`src/core/apm_pkg.sv`:
```
package apm_pkg;
   // Byte offsets of the mask bytes
   localparam logic [7:0] GATE_MEAS_OFS = 8'hb8;
   localparam logic [7:0] GATE_FAST_OFS = 8'hb9;
   localparam logic [7:0] FAULT_MEAS_OFS = 8'hba;
   // Stored level-2 password, four bytes from this base, high byte first
   localparam logic [7:0] STORED_PW_OFS = 8'hb4;
   // Password entry, four bytes from this base, high byte first
   localparam logic [7:0] ENTRY_BASE_OFS = 8'h7b;
   // Reset values
   localparam logic [7:0] MASK_RESET = 8'h00;
   localparam logic [31:0] PW_RESET = 32'hffff_ffff;
   localparam logic [7:0] READ_ZERO = 8'h00;
   // Writable bits; the rest are reserved and stay zero
   localparam logic [7:0] MEAS_WMASK = 8'hfc;
   localparam logic [7:0] FAST_WMASK = 8'hf0;
   // Alarm bit positions inside the measurement byte
   localparam int TEMP_BIT = 7;
   localparam int VCC_BIT = 6;
   localparam int MON1_BIT = 5;
   localparam int MON2_BIT = 4;
   localparam int MON3_BIT = 3;
   localparam int MON4_BIT = 2;
   // Alarm bit positions inside the fast-comparator byte
   localparam int HIGH_POWER_BIT = 7;
   localparam int LOW_POWER_BIT = 6;
   localparam int BIAS_HIGH_BIT = 5;
   localparam int BIAS_MAX_BIT = 4;

   // OR of all alarms whose enable is set; reserved bits never count
   function automatic logic apm_masked_any(input logic [7:0] mask, input logic [7:0] alarm,
                                            input logic [7:0] wmask);
      apm_masked_any = |(mask & alarm & wmask);
   endfunction
endpackage

```
`src/core/apm_alarm_mask.sv`:
```
`timescale 1ns/1ps
module apm_alarm_mask (
   input wire logic core_clk, // Device clock, 100 MHz
   input wire logic arst_n, // Async reset, active low
   input wire logic host_wr, // Byte write strobe
   input wire logic host_rd, // Byte read strobe
   input wire logic [7:0] host_addr, // Byte address
   input wire logic [7:0] host_wdata, // Write byte
   output logic [7:0] host_rdata, // Read byte
   output logic host_rvalid, // Read byte valid
   output logic level2_access, // Password matched
   input wire logic temp_alarm, // Temperature out of limits
   input wire logic vcc_alarm, // Supply out of limits
   input wire logic mon1_alarm, // Monitor 1 out of limits
   input wire logic mon2_alarm, // Monitor 2 out of limits
   input wire logic mon3_alarm, // Monitor 3 out of limits
   input wire logic mon4_alarm, // Monitor 4 out of limits
   input wire logic high_power_alarm, // Fast power above high
   input wire logic low_power_alarm, // Fast power below low
   input wire logic bias_high_alarm, // Fast bias above high
   input wire logic bias_max_alarm, // Fast maximum-bias alarm
   input wire logic nv_restore, // Reload pulse from NV store
   input wire logic [7:0] nv_gate_meas, // Stored gate measurement mask
   input wire logic [7:0] nv_gate_fast, // Stored gate fast mask
   input wire logic [7:0] nv_fault_meas, // Stored fault measurement mask
   output logic shutdown_gate_pin, // Laser shutdown gate
   output logic fault_pin // Transmit fault
);
   logic [7:0] gate_pin_measure_mask; // Gate measurement enables
   logic [7:0] gate_pin_fast_mask; // Gate fast enables
   logic [7:0] fault_pin_measure_mask; // Fault measurement enables
   logic [31:0] level2_password; // Stored password
   logic [31:0] pw_entry; // Host password entry
   logic [7:0] meas_vec; // Measurement alarms, mask-aligned
   logic [7:0] fast_vec; // Fast alarms, mask-aligned
   logic [7:0] next_rdata; // Read mux
   logic wr_ok; // Write may land

   // Pack alarms so bit n lines up with enable bit n
   assign meas_vec = {temp_alarm, vcc_alarm, mon1_alarm, mon2_alarm, mon3_alarm, mon4_alarm,
                      2'h0};
   assign fast_vec = {high_power_alarm, low_power_alarm, bias_high_alarm, bias_max_alarm,
                      4'h0};
   assign wr_ok = host_wr && level2_access;

   // Access flag registered; adds a cycle after a password write but keeps compare off the path
   always_ff @(posedge core_clk or negedge arst_n) begin
      if (!arst_n) begin
         level2_access <= 1'b0;
      end else begin
         level2_access <= (pw_entry == level2_password);
      end
   end

   // Password entry is always writable; it is the key, not a guarded byte
   always_ff @(posedge core_clk or negedge arst_n) begin
      if (!arst_n) begin
         pw_entry <= apm_pkg::PW_RESET;
      end else if (host_wr) begin
         for (int i = 0; i < 4; i++) begin
            if (host_addr == apm_pkg::ENTRY_BASE_OFS + 8'(i)) begin
               pw_entry[8*(3-i) +: 8] <= host_wdata;
            end
         end
      end
   end

   // Stored password changes only under level-2 access
   always_ff @(posedge core_clk or negedge arst_n) begin
      if (!arst_n) begin
         level2_password <= apm_pkg::PW_RESET;
      end else if (wr_ok) begin
         for (int i = 0; i < 4; i++) begin
            if (host_addr == apm_pkg::STORED_PW_OFS + 8'(i)) begin
               level2_password[8*(3-i) +: 8] <= host_wdata;
            end
         end
      end
   end

   // Mask bytes: NV reload wins over a host write in the same cycle
   always_ff @(posedge core_clk or negedge arst_n) begin
      if (!arst_n) begin
         gate_pin_measure_mask <= apm_pkg::MASK_RESET;
         gate_pin_fast_mask <= apm_pkg::MASK_RESET;
         fault_pin_measure_mask <= apm_pkg::MASK_RESET;
      end else if (nv_restore) begin
         gate_pin_measure_mask <= nv_gate_meas & apm_pkg::MEAS_WMASK;
         gate_pin_fast_mask <= nv_gate_fast & apm_pkg::FAST_WMASK;
         fault_pin_measure_mask <= nv_fault_meas & apm_pkg::MEAS_WMASK;
      end else if (wr_ok) begin
         // Reserved bits are dropped on the way in
         if (host_addr == apm_pkg::GATE_MEAS_OFS) begin
            gate_pin_measure_mask <= host_wdata & apm_pkg::MEAS_WMASK;
         end
         if (host_addr == apm_pkg::GATE_FAST_OFS) begin
            gate_pin_fast_mask <= host_wdata & apm_pkg::FAST_WMASK;
         end
         if (host_addr == apm_pkg::FAULT_MEAS_OFS) begin
            fault_pin_measure_mask <= host_wdata & apm_pkg::MEAS_WMASK;
         end
      end
   end

   // Read mux; passwords and unmapped bytes read zero, locked reads too
   always_comb begin
      next_rdata = apm_pkg::READ_ZERO;
      if (level2_access) begin
         if (host_addr == apm_pkg::GATE_MEAS_OFS) begin
            next_rdata = gate_pin_measure_mask;
         end else if (host_addr == apm_pkg::GATE_FAST_OFS) begin
            next_rdata = gate_pin_fast_mask;
         end else if (host_addr == apm_pkg::FAULT_MEAS_OFS) begin
            next_rdata = fault_pin_measure_mask;
         end
      end
   end

   // Read answer one cycle after the strobe
   always_ff @(posedge core_clk or negedge arst_n) begin
      if (!arst_n) begin
         host_rdata <= apm_pkg::READ_ZERO;
         host_rvalid <= 1'b0;
      end else begin
         host_rvalid <= host_rd;
         if (host_rd) begin
            host_rdata <= next_rdata;
         end
      end
   end

   // Gate pin sees both slow and fast alarms
   apm_pin_drive u_gate (
      .core_clk(core_clk),
      .arst_n(arst_n),
      .meas_mask(gate_pin_measure_mask),
      .fast_mask(gate_pin_fast_mask),
      .meas_alarm(meas_vec),
      .fast_alarm(fast_vec),
      .pin(shutdown_gate_pin)
   );

   // Fault pin fast mask tied to MASK_RESET (zero), so only slow alarms here
   apm_pin_drive u_fault (
      .core_clk(core_clk),
      .arst_n(arst_n),
      .meas_mask(fault_pin_measure_mask),
      .fast_mask(apm_pkg::MASK_RESET),
      .meas_alarm(meas_vec),
      .fast_alarm(fast_vec),
      .pin(fault_pin)
   );
endmodule

```
`src/core/apm_pin_drive.sv`:
```
`timescale 1ns/1ps
// One fault pin: masked OR of measurement and fast alarms, one flop deep
module apm_pin_drive (
   input wire logic core_clk, // Device clock
   input wire logic arst_n, // Async reset, active low
   input wire logic [7:0] meas_mask, // Measurement enables
   input wire logic [7:0] fast_mask, // Fast-comparator enables
   input wire logic [7:0] meas_alarm, // Measurement alarms, mask-aligned
   input wire logic [7:0] fast_alarm, // Fast alarms, mask-aligned
   output logic pin // Fault pin level
);
   // Follows the alarms with no latching; the flop only keeps the pin glitch free
   always_ff @(posedge core_clk or negedge arst_n) begin
      if (!arst_n) begin
         pin <= 1'b0;
      end else begin
         pin <= apm_pkg::apm_masked_any(meas_mask, meas_alarm, apm_pkg::MEAS_WMASK)
              | apm_pkg::apm_masked_any(fast_mask, fast_alarm, apm_pkg::FAST_WMASK);
      end
   end
endmodule

```
`config.mk`:
```
export PLATFORM = sky130hd
export DESIGN_NAME = apm_alarm_mask
export DESIGN_NICKNAME = d
export VERILOG_FILES = /design/src/core/apm_pkg.sv /design/src/core/apm_alarm_mask.sv /design/src/core/apm_pin_drive.sv
export SDC_FILE = /design/constraint.sdc
export NUM_CORES = 1
export LEC_CHECK = 0
export BUFFER_PORTS_ARGS = -buffer_cell sky130_fd_sc_hd__buf_2
export CAP_MARGIN = 30
export CORE_UTILIZATION = 60
export DETAILED_ROUTE_END_ITERATION = 8
export GPL_ROUTABILITY_DRIVEN = 1
export PLACE_DENSITY = 0.84
export RECOVER_POWER = 100
export SYNTH_ARGS = -nofsm -noshare
export SYNTH_HDL_FRONTEND = slang
export SYNTH_HIERARCHICAL = 1
export SYNTH_SLANG_ARGS = --single-unit
export TNS_END_PERCENT = 50
```
`constraint.sdc`:
```
create_clock -name core_clk -period 3.25 [get_ports core_clk]
set_input_delay 0.4875 -clock core_clk [delete_from_list [all_inputs] [get_ports core_clk]]
set_output_delay 0.4875 -clock core_clk [all_outputs]
set_load 0.02 [all_outputs]
```
==> summary.txt, run 1 <==
Global route
  – Remaining Overflow, GRT: 0
  – Initial antenna violation count: 0
  – All-Layer GR Usage: 0.248
  – Largest net degree at the start of global routing: 56
  – Vias in the first global route: 2,750
  – First-pass GRT wire length: 13,800 um

Critical path
  – CP arrival: about 2.7 ns
  – CP Launch Type: primary input
  – Kind of critical path: in -> reg
  – CP Capture Type: register
  – WP buf/inv: 1
  – Max incr delay on CP: between 1 and 1.5 ns
  – WP data required: around 3.5 ns
  – Sequence of cells on the critical path: buf_2 > and3_1 > nand4_1 > nor3_1 > mux2_2
  – Crit-path slowest cell: nor3_1
  – CP Max Fanout: 8
  – CP delay by family, top: simple AND/OR/NAND/NOR gates

Synthesis
  – Synth Register Bits: 90
  – Yosys Warn Count: 6
  – Syn Std Cell Area: between 4000 and 5000 um2
  – Syn Area/Cell: 14.1 um2
  – Area contributors post-synth: dfstp_2 (38%), mux2_2 (23%), dfrtp_1 (15%)
  – Ys async rst share: 1.00
  – Post-synth top flop: dfstp_2
  – Sequential share of the synthesized area: 0.534
  – Cell variety after synth: 36
  – Synth area leader: dfstp_2
  – Synth top area share: 0.385
  – Post-synth EDFFs: 0
  – Syn Inst Count: 310

Place
  – Setup WS pre-CTS: around 1.1 ns
  – Placer Congestion: between 0.8 and 0.9
  – IO Port Bufs: between 50 and 60
  – DP HPWL: between 6000 and 7000 um

Routing
  – WL/cell: around 18 um
  – DR vias: between 2,000 and 3,000
  – Drt total wl: 8530 um
  – Via-to-Cell Ratio: ~5.7
  – Router iterations before antenna repair: 4
  – Drt first-iter violations: around 130
  – Residual DRC: 0
  – Routed Antenna Nets: 0

Final layout
  – Ant. Diodes: 0
  – Fill count: 511
  – Register area: 2330 um2
  – Area growth, synth to finish: 11.6%
  – Nets: between 400 and 500
  – Share of cells above drive strength 1: 0.574
  – Area of the multi-input gates: ~1900 um2

Clock tree
  – Clock root buffer: clkbuf_8
  – CTS Sinks: 90
  – CTS resizes: 0
  – TritonCTS clock tree: yes
  – CTS H-Tree Depth: 3
  – Clk pin slew, worst setup/hold paths: around 0.10 ns
  – Hold Buf Count CTS: 0
  – Latest clock arrival within the worst-skew pair: ~0.36 ns
  – Postcts setup bufs: 0
  – Clock buffer depth: 2
  – CTS Buf Count: 9

Run status
  – Failing checks: max-capacitance violations, max-slew violations
  – Status: finished, violations left

Power
  – Pleak: 2.26 nW
  – Int Pwr: ~1.8 mW
  – Switching share of power: 0.255
  – Clock power frac: 0.365
  – Logic pwr share: 0.113
  – Max IR drop VDD: ~0.41 mV
  – Register share of total power: 0.522
  – PwrDens: roughly 500 nW/um2
  – Net switching power: between 0.6 and 0.7 mW

Timing
  – Fmax: 0.410 GHz
  – Setup total negative slack: 0 ns
  – Slew HR: -0.350
  – Tcrit/Tclk final: 0.750
  – Fin Clk Skew: around 0.012 ns
  – Hold slack: 0.357 ns
  – Slack of the critical path: 0.812 ns
  – Worst-margin pin slew: approximately 2.0 ns
  – Tmin final: between 2 and 2.5 ns
  – Fin. Hold Viols: 0
  – RSZ-0062 raised after global routing: no
  – Final setup violation count: 0
  – Pins Over Slew Limit: 45

Hold path
  – Hold WC Path Type: in -> reg

Floorplanning
  – Core box area: 6910 um2
  – Die height: about 87 um
  – Initial Utilization: 0.632
  – Die ar.: roughly 7600 um2
  – Ports: 67
  – Die Width: around 87 um
  – Rows: 30

Flow run
  – MaxCap Viol Count: 2
==> power groups by stage <==
stage | Combinational (mW) | Clock, mW | Sequential (mW)
floorplan | 0.172 | 0 | 1.27
global placement | 0.269 | 0 | 1.26
detailed placement | 0.283 | 0 | 1.27
CTS | 0.284 | 0.890 | 1.25
global route | 0.298 | 0.935 | 1.26
finish | 0.271 | 0.875 | 1.25
==> flip-flops by register name, indices dropped and copies added, names as in the netlist, 4 cells and up <==
register / cells
fault_pin_measure_mask: 6
gate_pin_fast_mask: 4
gate_pin_measure_mask: 6
host_rdata: 6
level2_password: 32
pw_entry: 32
==> cells by family (layout without fill, tap and decap cells) <==
family / count (synthesis) / after routing / synth area share
buf+inv: 18 / 79 / 0.0186
compound gates: 20 / 20 / 0.0355
simple gates: 47 / 47 / 0.0856
xor+xnor: 32 / 32 / 0.0642
other cells: 1 / 6 / 0.000859
flops: 90 / 90 / 0.534
mux: 102 / 102 / 0.261
==> metrics by stage <==
stage / instance area, um2 / instances / total power [mW] / utilization
final: 4880 / 472 / 2.40 / 0.706
after CTS: 4990 / 472 / 2.43 / 0.722
after global placement: 4730 / 455 / 1.53 / 0.685
after floorplan: 4390 / 315 / 1.44 / -
after global routing: 4880 / 472 / 2.49 / 0.706
after detailed placement: 4760 / 456 / 1.55 / 0.689
==> worst reg2reg max path, delay by kind of cell, from the launching register on <==
| family | cells | cell delay (ns) |
|---|---|---|
| DFF | 1 | 0.37 |
| and+or+nand+nor | 3 | 1.52 |
| muxes | 1 | 0.44 |
==> area by class of cell <==
type / instances / area share
inverters: 6 / 0.00462
clock inverters: 7 / 0.0218
multi-input cells: 207 / 0.385
well taps: 96 / 0.0246
flip-flops and latches: 90 / 0.478
clock buffers: 9 / 0.0254
repair buffers: 57 / 0.0598
==> layout by cell type, fill, tap and decap left out, types with 6 or more instances in the layout <==
master,instances
a22oi_1,6
mux2_2,90
xor2_1,32
dfstp_2,63
clkbuf_1,13
nor4_1,8
inv_1,6
conb_1,6
dfrtp_1,26
mux2i_1,6
mux2_1,6
nor2_1,12
nand4_1,7
clkbuf_8,9
buf_2,43
==> per-layer routing <==
metal  global-route usage  up-vias  routed length [um]
li1                     -     1230                   -
met1                0.324     1379                3740
met2                0.418       53                4370
met3               0.0607       10                 331
met4               0.0611        0                  88
met5                    0        -                   0
==> cells in the mapped netlist, types with 5 or more instances <==
library cell,n
clkbuf_1,6
nor2_1,7
dfstp_2,64
mux2i_1,6
dfrtp_1,26
xor2_1,32
a22oi_1,6
mux2_2,91
inv_1,6
mux2_1,5
nor2_2,5
nor4_1,8
==> final timing paths <==
| check | slack [ns] | endpoint | start | cells past startpoint |
|---|---|---|---|---|
| min | 0.36 | fault_pin_measure_mask[3]$_DFFE_PN0P_ | nv_fault_meas[3] | 2 |
| max in group asynchronous | 1.40 | fault_pin_measure_mask[5]$_DFFE_PN0P_ | arst_n | 1 |
| min in group asynchronous | 0.70 | gate_pin_fast_mask[4]$_DFFE_PN0P_ | arst_n | 1 |
| max reg2reg | 0.86 | level2_password[24]$_DFFE_PN1P_ | level2_access$_DFF_PN0_ | 4 |
| max | 0.81 | pw_entry[22]$_DFFE_PN1P_ | host_addr[5] | 5 |
| min reg2reg | 0.53 | host_rdata[2]$_DFFE_PN0P_ | host_rdata[2]$_DFFE_PN0P_ | 2 |
No activity file was read; power rests on OpenSTA's default activity.
==> run 2, diff against run 1 <==
--- a/config.mk
+++ b/config.mk
@@ -7,10 +7,10 @@
 export LEC_CHECK = 0
 export BUFFER_PORTS_ARGS = -buffer_cell sky130_fd_sc_hd__buf_2
 export CAP_MARGIN = 30
-export CORE_UTILIZATION = 60
+export CORE_UTILIZATION = 57
 export DETAILED_ROUTE_END_ITERATION = 8
 export GPL_ROUTABILITY_DRIVEN = 1
-export PLACE_DENSITY = 0.84
+export PLACE_DENSITY = 0.8
 export RECOVER_POWER = 100
 export SYNTH_ARGS = -nofsm -noshare
 export SYNTH_HDL_FRONTEND = slang
==> constraint.sdc (replaced) <==
create_clock -name core_clk -period 2.4 [get_ports core_clk]
set_input_delay 0.36 -clock core_clk [delete_from_list [all_inputs] [get_ports core_clk]]
set_output_delay 0.36 -clock core_clk [all_outputs]
set_load 0.02 [all_outputs]
==> run 2 against run 1 <==
The run now ends clean; clock skew down 0.0016 ns; design area down 0.54%; count of clock-buffer cells in the layout up 3; critical path type is now reg -> reg; critical endpoint is now level2_password[11]$_DFFE_PN1P_; largest cell class unchanged.
==> summary.txt, run 2 (synthesized netlist as in run 1, its figures left out) <==
Final layout
  – Ant. Diodes: 0 (unchanged)
  – Largest regs: level2_password x32, pw_entry x32
  – Fin cells: 479 (+1.5%)
  – Nets: 431 (+1.2%)
  – Most common cell after layout, fill and taps aside: mux2_2
  – Commonest non-fill, non-tap cells in the layout: mux2_2 (91), dfstp_2 (63), buf_2 (44), xor2_1 (32), dfrtp_1 (26)
  – Share of cells above drive strength 1: 0.579 (+0.00448)
  – Area growth, synth to finish: 11.0%

Timing
  – Fin Clk Skew: 0.0102 ns (-0.00157 ns)
  – Pins Over Slew Limit: 0 (-100%)
  – RSZ-0062 raised after global routing: no
  – Final setup violation count: 0 (unchanged)
  – Tcrit/Tclk final: 0.845
  – Tmin final: roughly 2 ns
  – Fmax: 0.493 GHz
  – Worst-margin pin slew: 1.13 ns (-0.898 ns)
  – Setup total negative slack: 0 ns (unchanged)
  – Slew HR: 0.249 (+0.599)
  – Fin. Hold Viols: 0 (unchanged)

Place
  – IO Port Bufs: 56 (unchanged)
  – DP HPWL: 6070 um (+0.19%)
  – Placed Instances: 464 (+1.8%)
  – Placer Congestion: 0.809 (-5.6%)

Routing
  – DR vias: 2,670 (-0.075%)
  – Via-to-Cell Ratio: 5.57 (-1.5%)
  – Routed Antenna Nets: 0 (unchanged)
  – WL/cell: 18.1 um (about the same)
  – Residual DRC: 0 (unchanged)
  – Router iterations before antenna repair: 4 (unchanged)
  – Drt total wl: 8650 um (+1.4%)
  – Drt first-iter violations: 132 (+5.6%)

Run status
  – Status: finished, final reports clean

Global route
  – Remaining Overflow, GRT: 0 (unchanged)
  – First-pass GRT wire length: 14,400 um (+4.4%)
  – Largest net degree at the start of global routing: 46 (-18%)
  – Initial antenna violation count: 0 (unchanged)
  – Vias in the first global route: 2,800 (+1.8%)
  – All-Layer GR Usage: 0.245 (-0.00291)

Clock tree
  – Clock root buffer: clkbuf_8
  – Clock buffer depth: 2 (unchanged)
  – CTS Buf Count: 9 (unchanged)
  – Latest clock arrival within the worst-skew pair: 0.35 ns (about the same)
  – CTS Sinks: 90 (unchanged)
  – Postcts setup bufs: 0 (unchanged)
  – CTS resizes: 0 (unchanged)
  – CTS H-Tree Depth: 3 (unchanged)
  – TritonCTS clock tree: yes
  – Hold Buf Count CTS: 0 (unchanged)
  – Clk pin slew, worst setup/hold paths: 0.09 ns (about the same)

Power
  – Pleak: 2.22 nW (-1.5%)
  – PwrDens: 641 nW/um2 (+30%)
  – Max IR drop VDD: 0.458 mV (+12%)

Critical path
  – CP arrival: 2.31 ns (-0.42 ns)
  – Critical Path Start: level2_access$_DFF_PN0_
  – Kind of critical path: reg -> reg
  – Reg-to-reg startpoint: level2_access$_DFF_PN0_
  – CP Max Fanout: 8 (unchanged)
  – CP Capture Type: register
  – CP Launch Type: register
  – WP data required: 2.68 ns (-0.86 ns)

Floorplanning
  – Initial Utilization: 0.596 (-0.0366)
  – Die ar.: 8020 um2 (+5.1%)
  – Rows: 31 (+3.3%)
  – Core box area: 7330 um2 (+6.1%)
  – Die Width: 89.5 um (+2.5%)
  – Ports: 67 (unchanged)
  – Die height: 89.5 um (+2.5%)

Flow run
  – MaxCap Viol Count: 0 (-2)

Hold path
  – Hold WC Path Type: in -> async
run 2: changes by cell type in the layout (fill, tap and decap cells not counted), moves of 2 or more:
cell | before | now
nor2_2 | 0 | 2
inv_8 | 2 | 0
clkbuf_8 | 9 | 11
clkbuf_2 | 0 | 2
clkbuf_1 | 13 | 16
nor2_1 | 12 | 10
run 2: final timing paths:
| kind | end | slack [ns] | cells after the start |
|---|---|---|---|
| setup / recovery | level2_password[11]$_DFFE_PN1P_ | 0.37 | 5 |
| hold / removal | host_rvalid$_DFF_PN0_ | 0.22 | 1 |
| setup reg to reg | level2_password[11]$_DFFE_PN1P_ | 0.37 | 5 |
| hold reg to reg | host_rdata[3]$_DFFE_PN0P_ | 0.54 | 2 |
| max in group asynchronous | pw_entry[22]$_DFFE_PN1P_ | 0.84 | 2 |
| min in group core_clk | gate_pin_measure_mask[2]$_DFFE_PN0P_ | 0.24 | 2 |
run 2: through the flow:
stage / util / worst slack, ns / total power, mW / instance area (um2) / hold WS, ns
after CTS: 0.680 / 0.573 / 3.15 / 4980 / 0.0133
after global routing: 0.662 / 0.244 / 3.25 / 4850 / 0.227
after global placement: 0.652 / 0.377 / 2.08 / 4780 / 0.395
final: 0.662 / 0.372 / 3.11 / 4850 / 0.219
after floorplan: - / 0.662 / 1.95 / 4390 / 0.0644
after detailed placement: 0.652 / 0.326 / 2.10 / 4780 / 0.399
run 2: final cells by class:
cell class              instances  area [um2]
flip-flops and latches         90        2330
clock inverters                 3        47.5
fillers                       552        2480
inverters                       6        22.5
clock buffers                  12         155
multi-input cells             207        1870
repair buffers                 62         294
well taps                      99         124
run 2: power by group:
| part | total, mW | switching (mW) | leakage [nW] | internal, mW |
|---|---|---|---|---|
| Combinational | 0.362 | 0.190 | 1.15 | 0.172 |
| Sequential | 1.69 | 0.0588 | 0.975 | 1.63 |
| Clock | 1.05 | 0.516 | 0.103 | 0.539 |
| Total | 3.11 | 0.765 | 2.22 | 2.35 |
run 2: per-layer routing:
layer	share of wire	GRT usage
met1	0.45	0.337
met2	0.50	0.397
met5	0	0
met4	0.011	0.0664
met3	0.040	0.0508
run 2: critical path, stage by stage, from the launching register on:
cell      delay (ns)
dfrtp_1         0.37
and3b_1         0.25
nand4b_1        0.28
nor2_2          0.18
clkbuf_1        0.47
mux2_2          0.41
==> run 3, diff against run 2 <==
--- a/config.mk
+++ b/config.mk
@@ -7,10 +7,10 @@
 export LEC_CHECK = 0
 export BUFFER_PORTS_ARGS = -buffer_cell sky130_fd_sc_hd__buf_2
 export CAP_MARGIN = 30
-export CORE_UTILIZATION = 57
+export CORE_UTILIZATION = 51
 export DETAILED_ROUTE_END_ITERATION = 8
 export GPL_ROUTABILITY_DRIVEN = 1
-export PLACE_DENSITY = 0.8
+export PLACE_DENSITY = 0.76
 export RECOVER_POWER = 100
 export SYNTH_ARGS = -nofsm -noshare
 export SYNTH_HDL_FRONTEND = slang
==> constraint.sdc (replaced) <==
create_clock -name core_clk -period 1.7 [get_ports core_clk]
set_input_delay 0.255 -clock core_clk [delete_from_list [all_inputs] [get_ports core_clk]]
set_output_delay 0.255 -clock core_clk [all_outputs]
set_load 0.02 [all_outputs]
==> run 3 against run 2 <==
Combinational power increased by 51%; sequential share of layout area decreased by 2.3 points; non-clock buffer count increased by 18; worst hold slack got worse by 0.10 ns.
==> summary.txt, run 3 (synthesized netlist as in run 1, its figures left out) <==
Timing
  – RSZ-0062 raised after global routing: no
  – Tmin final: 1.63 ns (-0.394 ns)
  – Tcrit/Tclk final: 0.961 (+0.116)
  – Fin Clk Skew: 0.0111 ns (+0.000899 ns)
  – Fmax: 0.612 GHz (+24%)
  – Worst-margin pin slew: 0.691 ns (-0.436 ns)
  – Pins Over Slew Limit: 0 (unchanged)
  – Setup total negative slack: 0 ns (unchanged)
  – Slew HR: 0.539 (+0.291)
  – Final setup violation count: 0 (unchanged)
  – Fin. Hold Viols: 0 (unchanged)

Power
  – Logic pwr share: 0.124 (+0.008)
  – Net switching power: 1.14 mW (+49%)
  – Tot Pwr: 4.41 mW (+42%)
  – Clock power frac: 0.333 (-0.006)
  – Pleak: 2.37 nW (+6.4%)
  – Switching share of power: 0.258 (+0.0118)
  – Int Pwr: 3.27 mW (+40%)
  – PwrDens: 864 nW/um2 (+35%)
  – Max IR drop VDD: 0.484 mV (+5.7%)
  – Register share of total power: 0.543 (about the same)

Clock tree
  – Postcts setup bufs: 0 (unchanged)
  – Latest clock arrival within the worst-skew pair: 0.36 ns (about the same)
  – CTS Buf Count: 9 (unchanged)
  – Clock buffer depth: 2 (unchanged)
  – CTS Sinks: 90 (unchanged)
  – TritonCTS clock tree: yes
  – Clock root buffer: clkbuf_8
  – Clk pin slew, worst setup/hold paths: 0.09 ns (about the same)
  – CTS H-Tree Depth: 3 (unchanged)

Routing
  – Drt total wl: 8710 um (+0.67%)
  – Via-to-Cell Ratio: 5.37 (-3.6%)
  – DR vias: 2,707 (+1.4%)
  – Routed Antenna Nets: 0 (unchanged)
  – WL/cell: 17.3 um (-4.3%)
  – Residual DRC: 0 (unchanged)
  – Drt first-iter violations: 92 (-30%)
  – Router iterations before antenna repair: 4 (unchanged)

Floorplanning
  – Die ar.: 8940 um2 (+11%)
  – Rows: 33 (+6.5%)
  – Die height: 94.5 um (+5.6%)
  – Ports: 67 (unchanged)
  – Initial Utilization: 0.529 (-0.0669)
  – Core box area: 8260 um2 (+13%)
  – Die Width: 94.5 um (+5.6%)

Critical path
  – Reg-to-reg startpoint: level2_access$_DFF_PN0_
  – Worst R2R End: gate_pin_measure_mask[5]$_DFFE_PN0P_
  – Kind of critical path: reg -> reg
  – R2R depth: 5 (unchanged)
  – Critical Path Start: level2_access$_DFF_PN0_
  – WP buf/inv: 1 (unchanged)
  – Flop2flop setup slack: 0.07 ns (-0.31 ns)
  – Worst Setup EP: gate_pin_measure_mask[5]$_DFFE_PN0P_
  – Max incr delay on CP: 0.42 ns (-0.05 ns)
  – CP delay by family, top: multiplexers
  – WP depth: 5 (unchanged)
  – CP Launch Type: register
  – CP Max Fanout: 6 (-2)
  – Sequence of cells on the critical path: and3b_2 > buf_4 > nand4_4 > mux2_2 > mux2_2
  – CP arrival: 1.88 ns (-0.43 ns)
  – CP Capture Type: register
  – WP data required: 1.94 ns (-0.74 ns)
  – CP most frequent cell: mux2_2
  – Crit-path slowest cell: dfrtp_2

Final layout
  – Fill count: 663 (+20%)
  – Commonest non-fill, non-tap cells in the layout: mux2_2 (91), dfstp_2 (63), buf_2 (44), xor2_1 (32), dfrtp_1 (25)
  – Largest regs: level2_password x32, pw_entry x32
  – Register area: 2330 um2 (about the same)
  – Most common cell after layout, fill and taps aside: mux2_2
  – Area growth, synth to finish: 16.8%
  – Share of cells above drive strength 1: 0.612 (+0.0326)
  – Nets: 449 (+4.2%)
  – Area of the multi-input gates: 1930 um2 (+2.7%)
  – Ant. Diodes: 0 (unchanged)

Run status
  – Status: finished, final reports clean

Global route
  – Remaining Overflow, GRT: 0 (unchanged)
  – Initial antenna violation count: 0 (unchanged)
  – First-pass GRT wire length: 14,500 um (+1.1%)
  – All-Layer GR Usage: 0.220 (-0.0257)
  – Largest net degree at the start of global routing: 41 (-11%)
  – Vias in the first global route: 2,875 (+2.7%)

Place
  – DP HPWL: 6300 um (+3.8%)
  – IO Port Bufs: 56 (unchanged)
  – Placer Congestion: 0.842 (+4.0%)

Hold path
  – Hold WC Path Type: in -> reg
  – Worst Hold Depth: 2

Flow run
  – MaxCap Viol Count: 0 (unchanged)
-- run 3: cell count changes in the layout (fill, tap and decap cells not counted), moves of 2 or more --
cell and delta:
clkbuf_8 -2, nand4_1 -3, buf_4 +10, buf_12 +5, nand4_4 +2
-- run 3: per-stage QoR --
| stage | cells | cell area, um2 | utilization | hold WS (ns) | setup slack [ns] |
|---|---|---|---|---|---|
| after floorplan | 315 | 4390 | - | -0.0406 | 0.0164 |
| after global placement | 487 | 5030 | 0.609 | 0.188 | 0.0383 |
| after detailed placement | 487 | 5030 | 0.609 | 0.193 | 0.0140 |
| after CTS | 504 | 5240 | 0.634 | 0.0780 | 0.0440 |
| after global routing | 504 | 5100 | 0.618 | 0.114 | 0.00536 |
| final | 504 | 5100 | 0.618 | 0.120 | 0.0655 |
-- run 3: final cells by class --
type | instances | share of cell area
clock inverters | 6 | 0.0142
flip-flops and latches | 90 | 0.457
multi-input cells | 207 | 0.377
clock buffers | 10 | 0.0250
well taps | 105 | 0.0258
repair buffers | 80 | 0.0957
inverters | 6 | 0.00442
-- run 3: repair_timing --
action,in CTS,in global routing
hold endpoints to repair,3,0
hold buffers,1,0
gates resized for setup,0,1
setup endpoints to repair,0,1
-- run 3: worst min-delay path by stage --
stage | start | endpoint | slack (ns)
3_5_place_dp | arst_n | gate_pin_measure_mask[7]$_DFFE_PN0P_ | 0.19
3_3_place_gp | arst_n | gate_pin_measure_mask[7]$_DFFE_PN0P_ | 0.19
5_1_grt | nv_gate_fast[5] | gate_pin_fast_mask[5]$_DFFE_PN0P_ | 0.11
6_report | nv_fault_meas[4] | fault_pin_measure_mask[4]$_DFFE_PN0P_ | 0.12
4_1_cts | host_rd | host_rvalid$_DFF_PN0_ | 0.08
2_1_floorplan | arst_n | fault_pin_measure_mask[2]$_DFFE_PN0P_ | -0.04
-- run 3: routing by layer --
metal | up-vias | GRT usage | wire [um]
li1 | 1280 | - | -
met1 | 1374 | 0.298 | 4010
met2 | 42 | 0.354 | 4240
met3 | 11 | 0.0330 | 301
met4 | 0 | 0.0884 | 149
met5 | - | 0 | 0
-- run 3: power by group through the flow --
stage / clock network, mW / logic (mW) / registers (mW)
6_report: 1.47 / 0.548 / 2.39
4_1_cts: 1.51 / 0.570 / 2.40
5_1_grt: 1.61 / 0.604 / 2.41
3_3_place_gp: 0 / 0.552 / 2.42
3_5_place_dp: 0 / 0.565 / 2.43
2_1_floorplan: 0 / 0.328 / 2.42
